<file path="src/hdl/spc_map.svh">
`ifndef SPC_MAP_SVH
`define SPC_MAP_SVH
// register byte addresses on apb
`define SPC_SERIAL_CONTROL_ADDR 12'h098
`define SPC_POWER_CONTROL_ADDR  12'h0A0
`define SPC_IRQ_STATUS_ADDR     12'h0A4
`define SPC_IRQ_MASK_ADDR       12'h0A8
// serial_control field positions
`define SPC_BIT_FE_SM0   7
`define SPC_BIT_SM1      6
`define SPC_BIT_SM2      5
`define SPC_BIT_REN      4
`define SPC_BIT_TB8      3
`define SPC_BIT_RB8      2
`define SPC_BIT_TI       1
`define SPC_BIT_RI       0
// power_control_reg field positions
`define SPC_BIT_FSEL     6
`define SPC_BIT_DOUBLE   7
// irq status positions
`define SPC_IRQ_TX       0
`define SPC_IRQ_RX       1
`define SPC_IRQ_FE       2
// reset values
`define SPC_SERIAL_CONTROL_RST 8'h00
`define SPC_POWER_CONTROL_RST  8'h00
`define SPC_IRQ_MASK_RST       3'h0
`endif

</file>
<file path="src/hdl/spc_pkg.sv">
package spc_pkg;
    // operating modes selected by the two mode bits
    typedef enum logic [1:0] {
        SPC_MODE_SYNC   = 2'h0,
        SPC_MODE_ASYNC8 = 2'h1,
        SPC_MODE_FIXED9 = 2'h2,
        SPC_MODE_VAR9   = 2'h3
    } spc_mode_e;
    // baud source derived from the mode
    typedef enum logic [1:0] {
        SPC_BAUD_OSC12,
        SPC_BAUD_OSC32,
        SPC_BAUD_OSC64,
        SPC_BAUD_TIMER
    } spc_baud_e;
endpackage

</file>
<file path="src/hdl/spc_serial_control.sv">
// Added by the designer: the APB slave port.
`timescale 1ns/1ps
`default_nettype none
// Operation
// - bit 7 reads and writes the framing error flag when the framing select bit is set, else mode bit zero.
// - a bad stop bit sets the framing error flag and only a software write clears it.
// - the multiprocessor bit turns on multiprocessor framing and address recognition together.
// - the receive enable bit allows reception; with it clear the receiver is held off.
// - the transmitter sets the tx done flag after the last bit, only software clears it.
// - the receiver sets the rx done flag after a frame's last bit, only software clears it.
// - tx and rx done flags combine into one shared serial interrupt request.
`include "spc_map.svh"
module spc_serial_control
    import spc_pkg::*;
(
    // clock and reset
    input  wire logic        ref_clk,
    input  wire logic        rst,
    // apb slave
    input  wire logic        psel,
    input  wire logic        penable,
    input  wire logic        pwrite,
    input  wire logic [11:0] paddr,
    input  wire logic [31:0] pwdata,
    output var  logic [31:0] prdata,
    output var  logic        pready,
    output var  logic        pslverr,
    // events from the shift engines (async to this clock)
    input  wire logic        tx_last_bit,
    input  wire logic        rx_frame_end,
    input  wire logic        rx_stop_bit,
    input  wire logic        rx_ninth_in,
    input  wire logic        rx_addr_match,
    // configuration to the shift engines
    output var  logic [1:0]  mode,
    output var  logic [1:0]  baud_sel,
    output var  logic        rx_enable,
    output var  logic        multiproc_enable,
    output var  logic        tx_ninth_bit,
    // interrupts
    output var  logic        serial_irq,
    output var  logic        irq
);
    logic [7:0] serial_control;
    logic [7:0] power_control_reg;
    logic       framing_error_flag;
    logic       mode_bit_zero;
    logic [2:0] irq_status;
    logic [2:0] irq_mask;
    logic       tx_s, rx_s, tx_q, rx_q;
    logic       stop_s, ninth_s, match_s;
    logic       tx_ev, rx_ev, rx_take, fe_ev;
    logic       wr, rd;
    logic [7:0] sc_view;
    logic [2:0] next_status;

    spc_sync u_tx (.ref_clk(ref_clk), .rst(rst), .din(tx_last_bit),  .dout(tx_s));
    spc_sync u_rx (.ref_clk(ref_clk), .rst(rst), .din(rx_frame_end), .dout(rx_s));
    // qualifiers take the same path, so they settle no later than the strobe edge
    spc_sync u_stop  (.ref_clk(ref_clk), .rst(rst), .din(rx_stop_bit),   .dout(stop_s));
    spc_sync u_ninth (.ref_clk(ref_clk), .rst(rst), .din(rx_ninth_in),   .dout(ninth_s));
    spc_sync u_match (.ref_clk(ref_clk), .rst(rst), .din(rx_addr_match), .dout(match_s));

    // rising edges of the synchronised strobes
    always_ff @(posedge ref_clk) begin
        if (rst) begin
            tx_q <= 1'b0;
            rx_q <= 1'b0;
        end else begin
            tx_q <= tx_s;
            rx_q <= rx_s;
        end
    end

    // qualifiers must be steady before frame end or the old level is taken
    assign tx_ev = tx_s & ~tx_q;
    assign rx_ev = rx_s & ~rx_q & serial_control[`SPC_BIT_REN];
    // in multiproc mode only matched address frames complete
    assign rx_take = rx_ev & (~serial_control[`SPC_BIT_SM2] |
                     (mode == SPC_MODE_SYNC) | match_s);
    assign fe_ev = rx_ev & (mode != SPC_MODE_SYNC) & ~stop_s;

    assign wr = psel & penable & pwrite;
    assign rd = psel & penable & ~pwrite;

    // bit 7 shows the flag or the mode bit
    always_comb begin
        sc_view = serial_control;
        sc_view[`SPC_BIT_FE_SM0] = power_control_reg[`SPC_BIT_FSEL] ?
                                   framing_error_flag : mode_bit_zero;
    end

    // serial control register, hardware sets win over software clears
    always_ff @(posedge ref_clk) begin
        if (rst) begin
            serial_control <= `SPC_SERIAL_CONTROL_RST;
        end else begin
            if (wr && paddr == `SPC_SERIAL_CONTROL_ADDR) begin
                serial_control <= pwdata[7:0];
            end
            if (tx_ev) begin
                serial_control[`SPC_BIT_TI] <= 1'b1;
            end
            if (rx_take) begin
                serial_control[`SPC_BIT_RI] <= 1'b1;
                if (mode == SPC_MODE_ASYNC8 && !serial_control[`SPC_BIT_SM2]) begin
                    serial_control[`SPC_BIT_RB8] <= stop_s;
                end else if (mode[1]) begin
                    serial_control[`SPC_BIT_RB8] <= ninth_s;
                end
            end
        end
    end

    // mode bit zero and the framing flag share bit 7 but are kept apart
    always_ff @(posedge ref_clk) begin
        if (rst) begin
            mode_bit_zero      <= 1'b0;
            framing_error_flag <= 1'b0;
        end else begin
            if (wr && paddr == `SPC_SERIAL_CONTROL_ADDR) begin
                if (power_control_reg[`SPC_BIT_FSEL]) begin
                    framing_error_flag <= pwdata[`SPC_BIT_FE_SM0];
                end else begin
                    mode_bit_zero <= pwdata[`SPC_BIT_FE_SM0];
                end
            end
            if (fe_ev) begin
                framing_error_flag <= 1'b1;
            end
        end
    end

    // power control register
    always_ff @(posedge ref_clk) begin
        if (rst) begin
            power_control_reg <= `SPC_POWER_CONTROL_RST;
        end else if (wr && paddr == `SPC_POWER_CONTROL_ADDR) begin
            power_control_reg <= pwdata[7:0];
        end
    end

    // sticky status, read clears, new events win
    always_comb begin
        next_status = irq_status;
        if (rd && paddr == `SPC_IRQ_STATUS_ADDR) begin
            next_status = 3'h0;
        end
        if (tx_ev) begin
            next_status[`SPC_IRQ_TX] = 1'b1;
        end
        if (rx_take) begin
            next_status[`SPC_IRQ_RX] = 1'b1;
        end
        if (fe_ev) begin
            next_status[`SPC_IRQ_FE] = 1'b1;
        end
    end

    always_ff @(posedge ref_clk) begin
        if (rst) begin
            irq_status <= 3'h0;
        end else begin
            irq_status <= next_status;
        end
    end

    always_ff @(posedge ref_clk) begin
        if (rst) begin
            irq_mask <= `SPC_IRQ_MASK_RST;
        end else if (wr && paddr == `SPC_IRQ_MASK_ADDR) begin
            irq_mask <= pwdata[2:0];
        end
    end

    // decoded configuration outputs, registered
    always_ff @(posedge ref_clk) begin
        if (rst) begin
            mode             <= 2'h0;
            baud_sel         <= 2'h0;
            rx_enable        <= 1'b0;
            multiproc_enable <= 1'b0;
            tx_ninth_bit     <= 1'b0;
            serial_irq       <= 1'b0;
            irq              <= 1'b0;
        end else begin
            mode <= {mode_bit_zero, serial_control[`SPC_BIT_SM1]};
            case (spc_mode_e'({mode_bit_zero, serial_control[`SPC_BIT_SM1]}))
                SPC_MODE_SYNC:   baud_sel <= SPC_BAUD_OSC12;
                SPC_MODE_FIXED9: baud_sel <= power_control_reg[`SPC_BIT_DOUBLE] ?
                                             SPC_BAUD_OSC32 : SPC_BAUD_OSC64;
                default:         baud_sel <= SPC_BAUD_TIMER;
            endcase
            rx_enable        <= serial_control[`SPC_BIT_REN];
            // no effect in mode 0
            multiproc_enable <= serial_control[`SPC_BIT_SM2] &
                                (mode_bit_zero | serial_control[`SPC_BIT_SM1]);
            tx_ninth_bit     <= serial_control[`SPC_BIT_TB8];
            serial_irq       <= serial_control[`SPC_BIT_TI] |
                                serial_control[`SPC_BIT_RI];
            irq              <= |(next_status & irq_mask);
        end
    end

    // apb: zero wait, unmapped reads zero with error
    always_ff @(posedge ref_clk) begin
        if (rst) begin
            prdata  <= 32'h0;
            pready  <= 1'b0;
            pslverr <= 1'b0;
        end else begin
            pready  <= psel & ~penable;
            pslverr <= 1'b0;
            prdata  <= 32'h0;
            if (psel && !penable) begin
                case (paddr)
                    `SPC_SERIAL_CONTROL_ADDR: prdata <= {24'h0, sc_view};
                    `SPC_POWER_CONTROL_ADDR:  prdata <= {24'h0, power_control_reg};
                    `SPC_IRQ_STATUS_ADDR:     prdata <= {29'h0, irq_status};
                    `SPC_IRQ_MASK_ADDR:       prdata <= {29'h0, irq_mask};
                    default:                  pslverr <= 1'b1;
                endcase
            end
        end
    end
endmodule
`default_nettype wire

</file>
<file path="src/hdl/spc_sync.sv">
`timescale 1ns/1ps
`default_nettype none
// three stage synchroniser, a change counts once stages two and three agree
module spc_sync (
    // clock and reset
    input  wire logic ref_clk,
    input  wire logic rst,
    // async in, clean out
    input  wire logic din,
    output var  logic dout
);
    logic [2:0] stage;

    // shift chain, stage 0 read only by stage 1
    always_ff @(posedge ref_clk) begin
        if (rst) begin
            stage <= 3'h0;
        end else begin
            stage <= {stage[1:0], din};
        end
    end

    // hold last agreed value so a glitch between stages is ignored
    always_ff @(posedge ref_clk) begin
        if (rst) begin
            dout <= 1'b0;
        end else if (stage[1] == stage[2]) begin
            dout <= stage[2];
        end
    end
endmodule
`default_nettype wire

</file>
<file path="config.mk">
export PLATFORM = sky130hd
export DESIGN_NAME = spc_serial_control
export DESIGN_NICKNAME = d
export VERILOG_FILES = /design/src/hdl/spc_pkg.sv /design/src/hdl/spc_serial_control.sv /design/src/hdl/spc_sync.sv
export VERILOG_INCLUDE_DIRS = /design/src /design/src/hdl
export SDC_FILE = /design/constraint.sdc
export NUM_CORES = 1
export LEC_CHECK = 0
export ABC_CLOCK_PERIOD_IN_PS = 1900
export BUFFER_PORTS_ARGS = -buffer_cell sky130_fd_sc_hd__buf_2
export CAP_MARGIN = 30
export CORE_MARGIN = 4
export CORE_UTILIZATION = 44
export DETAILED_ROUTE_END_ITERATION = 16
export PLACE_DENSITY = 0.75
export SLEW_MARGIN = 20
export SYNTH_ARGS = -nofsm -noshare
export SYNTH_HDL_FRONTEND = slang
export SYNTH_SLANG_ARGS = --single-unit
export TNS_END_PERCENT = 100
</file>
<file path="constraint.sdc">
create_clock -name ref_clk -period 1.9 [get_ports ref_clk]
set_clock_uncertainty 0.15 [all_clocks]
set_input_delay 0.095 -clock ref_clk [delete_from_list [all_inputs] [get_ports ref_clk]]
set_output_delay 0.095 -clock ref_clk [all_outputs]
set_load 0.005 [all_outputs]
</file>
======== Word-level counts from Yosys, hierarchy flattened ========
Cells that the tools add are included.
storage, ports and cells
  flip-flop bits (word level) ............. 88
  output and inout port bits .............. 43
cells by class
  bitwise logic cells ..................... 24
  muxes and demuxes ....................... 18
  reduce and logical (&&, ||, !) cells .... 20
  equal/unequal tests ..................... 11
operators by type and width
  kind                   number
  $eq A12 B8 Y1 const B  4
  $pmux W8 S4            1
  $mux W1                13
  $and A1 B1 Y1          11
  $reduce_bool A2 Y1     5
  $not A1 Y1             8
  $logic_and A1 B1 Y1    6
  $mux W3                2
  $eq A1 B1 Y1           5
  $logic_not A2 Y1       2
  $or A1 B1 Y1           4
  $pmux W2 S2            1
  $reduce_and A2 Y1      2
  $reduce_or A4 Y1       1
  $and A3 B3 Y3          1
  $reduce_or A3 Y1       1
  $eq A2 B1 Y1 const B   1
  $eq A2 B2 Y1 const B   1
  $logic_not A1 Y1       2
  $mux W2                1
  $reduce_or A2 Y1       1

======== Logic depth before layout (Yosys ltp) ========
  word-level depth ........................ 8
  gate-level depth with buffers ........... 6

======== By module ========
A second synthesis with hierarchy kept.
unflattened totals
  cell total of the unflattened synthesis .. 274
  area total of the unflattened synthesis .. 2608.8 sq um
modules (own cells, without submodules)
  module              times used  area each (sq um)  cells an instance
  spc_serial_control  1           2045.7             224
  spc_sync            5           112.6              10

======== Least setup slack after synthesis ========
Ideal clock, no wire load.
  kind .................................... in2reg
  from .................................... input port paddr[2]
  to ...................................... register serial_control[2]
  setup time .............................. 0.132 ns
  buffers on the path ..................... 2
  arrival time ............................ 1.635 ns
  data required time ...................... 1.618 ns
  stages on the path ...................... 6
  slack ................................... -0.017 ns
  cell sequence ........................... or4b_4 > buf_6 > or4_4 > buf_6 > mux2i_1 > o32ai_1
on the way
  longest elaborated chain between the ends .. 6
ends and longest elaborated chain
  element                                 RTL line                   source
  start: declaration                      spc_serial_control.sv:23   input wire logic [11:0] paddr,
  $eq A12 B8 Y1 *                         n/a
  $logic_and A1 B1 Y1 (no source line) *  n/a
  $mux W3 *                               spc_serial_control.sv:98   if (wr && paddr == `SPC_SERIAL_CONTROL_ADDR) begin
  $mux W1                                 spc_serial_control.sv:108  end else if (mode[1]) begin
  $mux W1                                 spc_serial_control.sv:106  if (mode == SPC_MODE_ASYNC8 && !serial_control[`SPC_BIT_SM2]) begin
  $mux W1 *                               spc_serial_control.sv:104  if (rx_take) begin
  end signal: assignment                  spc_serial_control.sv:99   serial_control <= pwdata[7:0];
  end signal: indexed assignment          spc_serial_control.sv:107  serial_control[`SPC_BIT_RB8] <= stop_s;
  end signal: indexed assignment          spc_serial_control.sv:109  serial_control[`SPC_BIT_RB8] <= ninth_s;
  end: declaration                        spc_serial_control.sv:44   logic [7:0] serial_control;
Mark *: on every way between the ends. The rest lies on a longest branch, timed or not. The select of a mux whose other input is x is not followed.
A chain may end at the register's enable or synchronous reset.

======== Worst setup path in the final report ========
  from .................................... input port penable
  to ...................................... register serial_control[2]
on the way
  longest elaborated chain between the ends .. 7
ends and longest elaborated chain
  element                                 RTL line                   source
  start: declaration                      spc_serial_control.sv:21   input wire logic penable,
  $and A1 B1 Y1 * (2 in series)           spc_serial_control.sv:83   assign wr = psel & penable & pwrite;
  $logic_and A1 B1 Y1 (no source line) *  n/a
  $mux W3 *                               spc_serial_control.sv:98
  $mux W1                                 spc_serial_control.sv:108
  $mux W1                                 spc_serial_control.sv:106
  $mux W1 *                               spc_serial_control.sv:104
Marks and branches as above.

==> impl_metrics.toml <==
[setup_path]
path_delay_family = "simple AND/OR/NAND/NOR gates"
crit_arrival_ns = 1.78
crit_path_end_kind = "register"
r2r_end = "framing_error_flag$_SDFFE_PP0P_"
rrSetupSlack_ns = 0.47
r2r-start = "serial_control[4]$_SDFFE_PP0N_"
worst-path-stages = 6
crit_slowest_cell = "or4_4"
crit_path_end = "serial_control[2]$_SDFF_PP0_"
cp_max_fo = 8
critPathBufInv = 2
critical_path_class = "in -> reg"
max_stage_delay_ns = 0.64
cp-start-kind = "input pin"
ff2ff_path_depth = 4
cp.required_ns = 1.95
startpoint = "penable"
crit_chain = "dlygate4sd3_1 > buf_2 > nand3_1 > or4_4 > mux2i_1 > o32ai_1"

[sta]
maxSlewViolCount = 0
period_needed_ns = 1.73
finalHoldViolations = 0
post-route-period-util_pct = 91.1
setup_viol_count_final = 0
grt_setup_unrepaired = "no"
max_freq_mhz = 578
whs_ns = 0.0597

[min_path]
hold_path_depth = 3
hold_path.class = "in -> reg"
min-delay-start = "psel"

[synthesis]
syn_area_per_cell_um2 = 8.95
synth_compound_area_share_pct = 15.8
netlist_instances = 298
synthXorXnorAreaFrac_pct = 0
synth_cell_types = 40
synth_area_um2 = 2670
synthSimpleGateAreaFrac_pct = 24.7
synth-seq-cells = 64
synth_top_family_by_area = "simple AND/OR/NAND/NOR gates"
ys_warn_count = 0
ys.flop_type = "dfxtp_1"
seq_area_frac_synth_pct = 48.1
synthMuxAreaShare_pct = 1.55
synthAdderAreaFrac_pct = 0
synth_edf_count = 0
postSynth.asyncResetShare_pct = 0

[cells_and_area]
final_cell_mix = "64 x dfxtp_1, 48 x buf_2, 37 x a21oi_1"
final_common_cell = "dfxtp_1"
drive_gt1_share_pct = 23.2
final_core_util_pct = 57.8
nNetsFinal = 432
syn_to_final_growth_pct = 27.5
diodes = 0

[run]
cap_violations = 0

[clocking]
cts_setup_buffers = 0
cts_tree = "yes"
ctsRootBufferMaster = "clkbuf_8"
h-tree-depth = 3
clk_path_buf_depth = 2
cts_buffers = 9
path_clk_slew_ns = 0.07
cts_resized = 0
cts_sinks = 64
worstSkewPairLatency_ns = 0.33

[global_routing]
grt_pass1_vias = 2187
grt_max_degree = 47
antenna_found_initial = 0
grt_usage_pct = 17.2
grt-ovfl-total = 0
grt_pass1_wl_um = 9940

[drt]
wl_per_cell_um = 13.5
drc_errors = 0
vias = 2303
vias_per_cell = 5.03
drtIter0Drc = 134
wirelength_um = 6200
drt_pass1_iterations = 4
ant_nets = 0

[pwr]
p_leak_uw = 0.00138
power_density_nw_per_um2 = 876
ir_worst_vdd_mv = 0.467

[floorplan]
die-area_um2 = 7370
die_x_um = 85.8
row_count = 28
coreArea_um2 = 5890
io_pins = 97
start_util_pct = 45.3
die_y_um = 85.8

[place]
dp_hpwl_um = 4370
gp_congestion = 0.923
io_buffers = 48

[run_status]
status = "completed"
worst register-to-register path, cell delays in order (launching register included):
cell and delay (ns):
dfxtp_1 0.41, nand3b_1 0.13, nor3_1 0.29, a211oi_1 0.09, a311oi_1 0.27
worst min-delay path by stage:
stage / endpoint / slack [ns]
after floorplan: pready$_SDFF_PP0_ / 0.04
after global placement: u_ninth.stage[0]$_SDFF_PP0_ / 0.15
after detailed placement: u_rx.stage[0]$_SDFF_PP0_ / 0.16
after CTS: pslverr$_SDFF_PP0_ / 0.05
after global routing: serial_control[6]$_SDFFE_PP0N_ / 0.07
final: pslverr$_SDFF_PP0_ / 0.06
metrics by stage:
stage / worst slack (ns) / setup TNS (ns) / instances / instance area (µm²) / total power, µW
2_1_floorplan: 0.0109 / 0 / 321 / 2750 / 1500
3_3_place_gp: -0.0276 / -0.0721 / 426 / 2990 / 1530
3_5_place_dp: -0.0565 / -0.201 / 426 / 2990 / 1530
4_1_cts: 0.182 / 0 / 458 / 3400 / 3000
5_1_grt: 0.0332 / 0 / 458 / 3400 / 3070
6_report: 0.170 / 0 / 458 / 3400 / 2980
cell type report:
cell class | instances | area (µm²)
multi-input cells | 216 | 1210
clock buffers | 10 | 138
fillers | 532 | 2490
clock inverters | 6 | 114
inverters | 3 | 11.3
well taps | 75 | 93.8
flip-flops and latches | 64 | 1280
repair buffers | 84 | 551
where the power goes:
| group | switching [µW] | internal (µW) |
|---|---|---|
| registers | 4.97 | 1360 |
| clock network | 540 | 912 |
| logic | 85.5 | 80.2 |
| total | 631 | 2350 |
Yosys cell counts (2+ instances only):
cell      count  area share, %
nor2_1       14            2.0
nor2b_1      21            4.9
o21bai_1      2           0.56
o21ai_0      23            4.3
nand4_1       2           0.47
nor3b_1       3           0.84
buf_6         2           0.84
nand2_1      20            2.8
and4_1        2           0.66
a22oi_1       6            1.7
buf_4        24            6.8
nor4_1        2           0.47
nand3b_1     10            2.8
a211oi_1      2           0.56
dfxtp_1      64             48
and3_1        4           0.94
a21oi_1      37            6.9
mux2i_1       3            1.1
inv_1         3           0.42
nand3_1      13            2.4
nand2b_1      9            2.1
nor3_1        4           0.75
clkbuf_1     11            1.5
routing by layer:
metal	wire [µm]	up-vias	GRT usage [%]	part of all wire, %
met4	96	0	9.35	1.5
met2	3030	70	28.2	49
met3	393	9	4.51	6.3
met1	2680	1071	20.6	43
met5	0	-	0	0
li1	-	1153	-	-
timing repair:
action	in CTS	in global routing
endpoints found under the setup margin	0	0
hold buffers	16	0
hold endpoints to repair	30	0
logic make-up (layout without fill, tap and decap cells):
group,after synthesis,after routing
multiplexers,4,4
other,1,24
AO/OA/AOI/OAI,75,75
AND/OR/NAND/NOR,113,113
buffers and inverters,41,103
flip-flops,64,64
No activity file was read; power rests on OpenSTA's default activity.
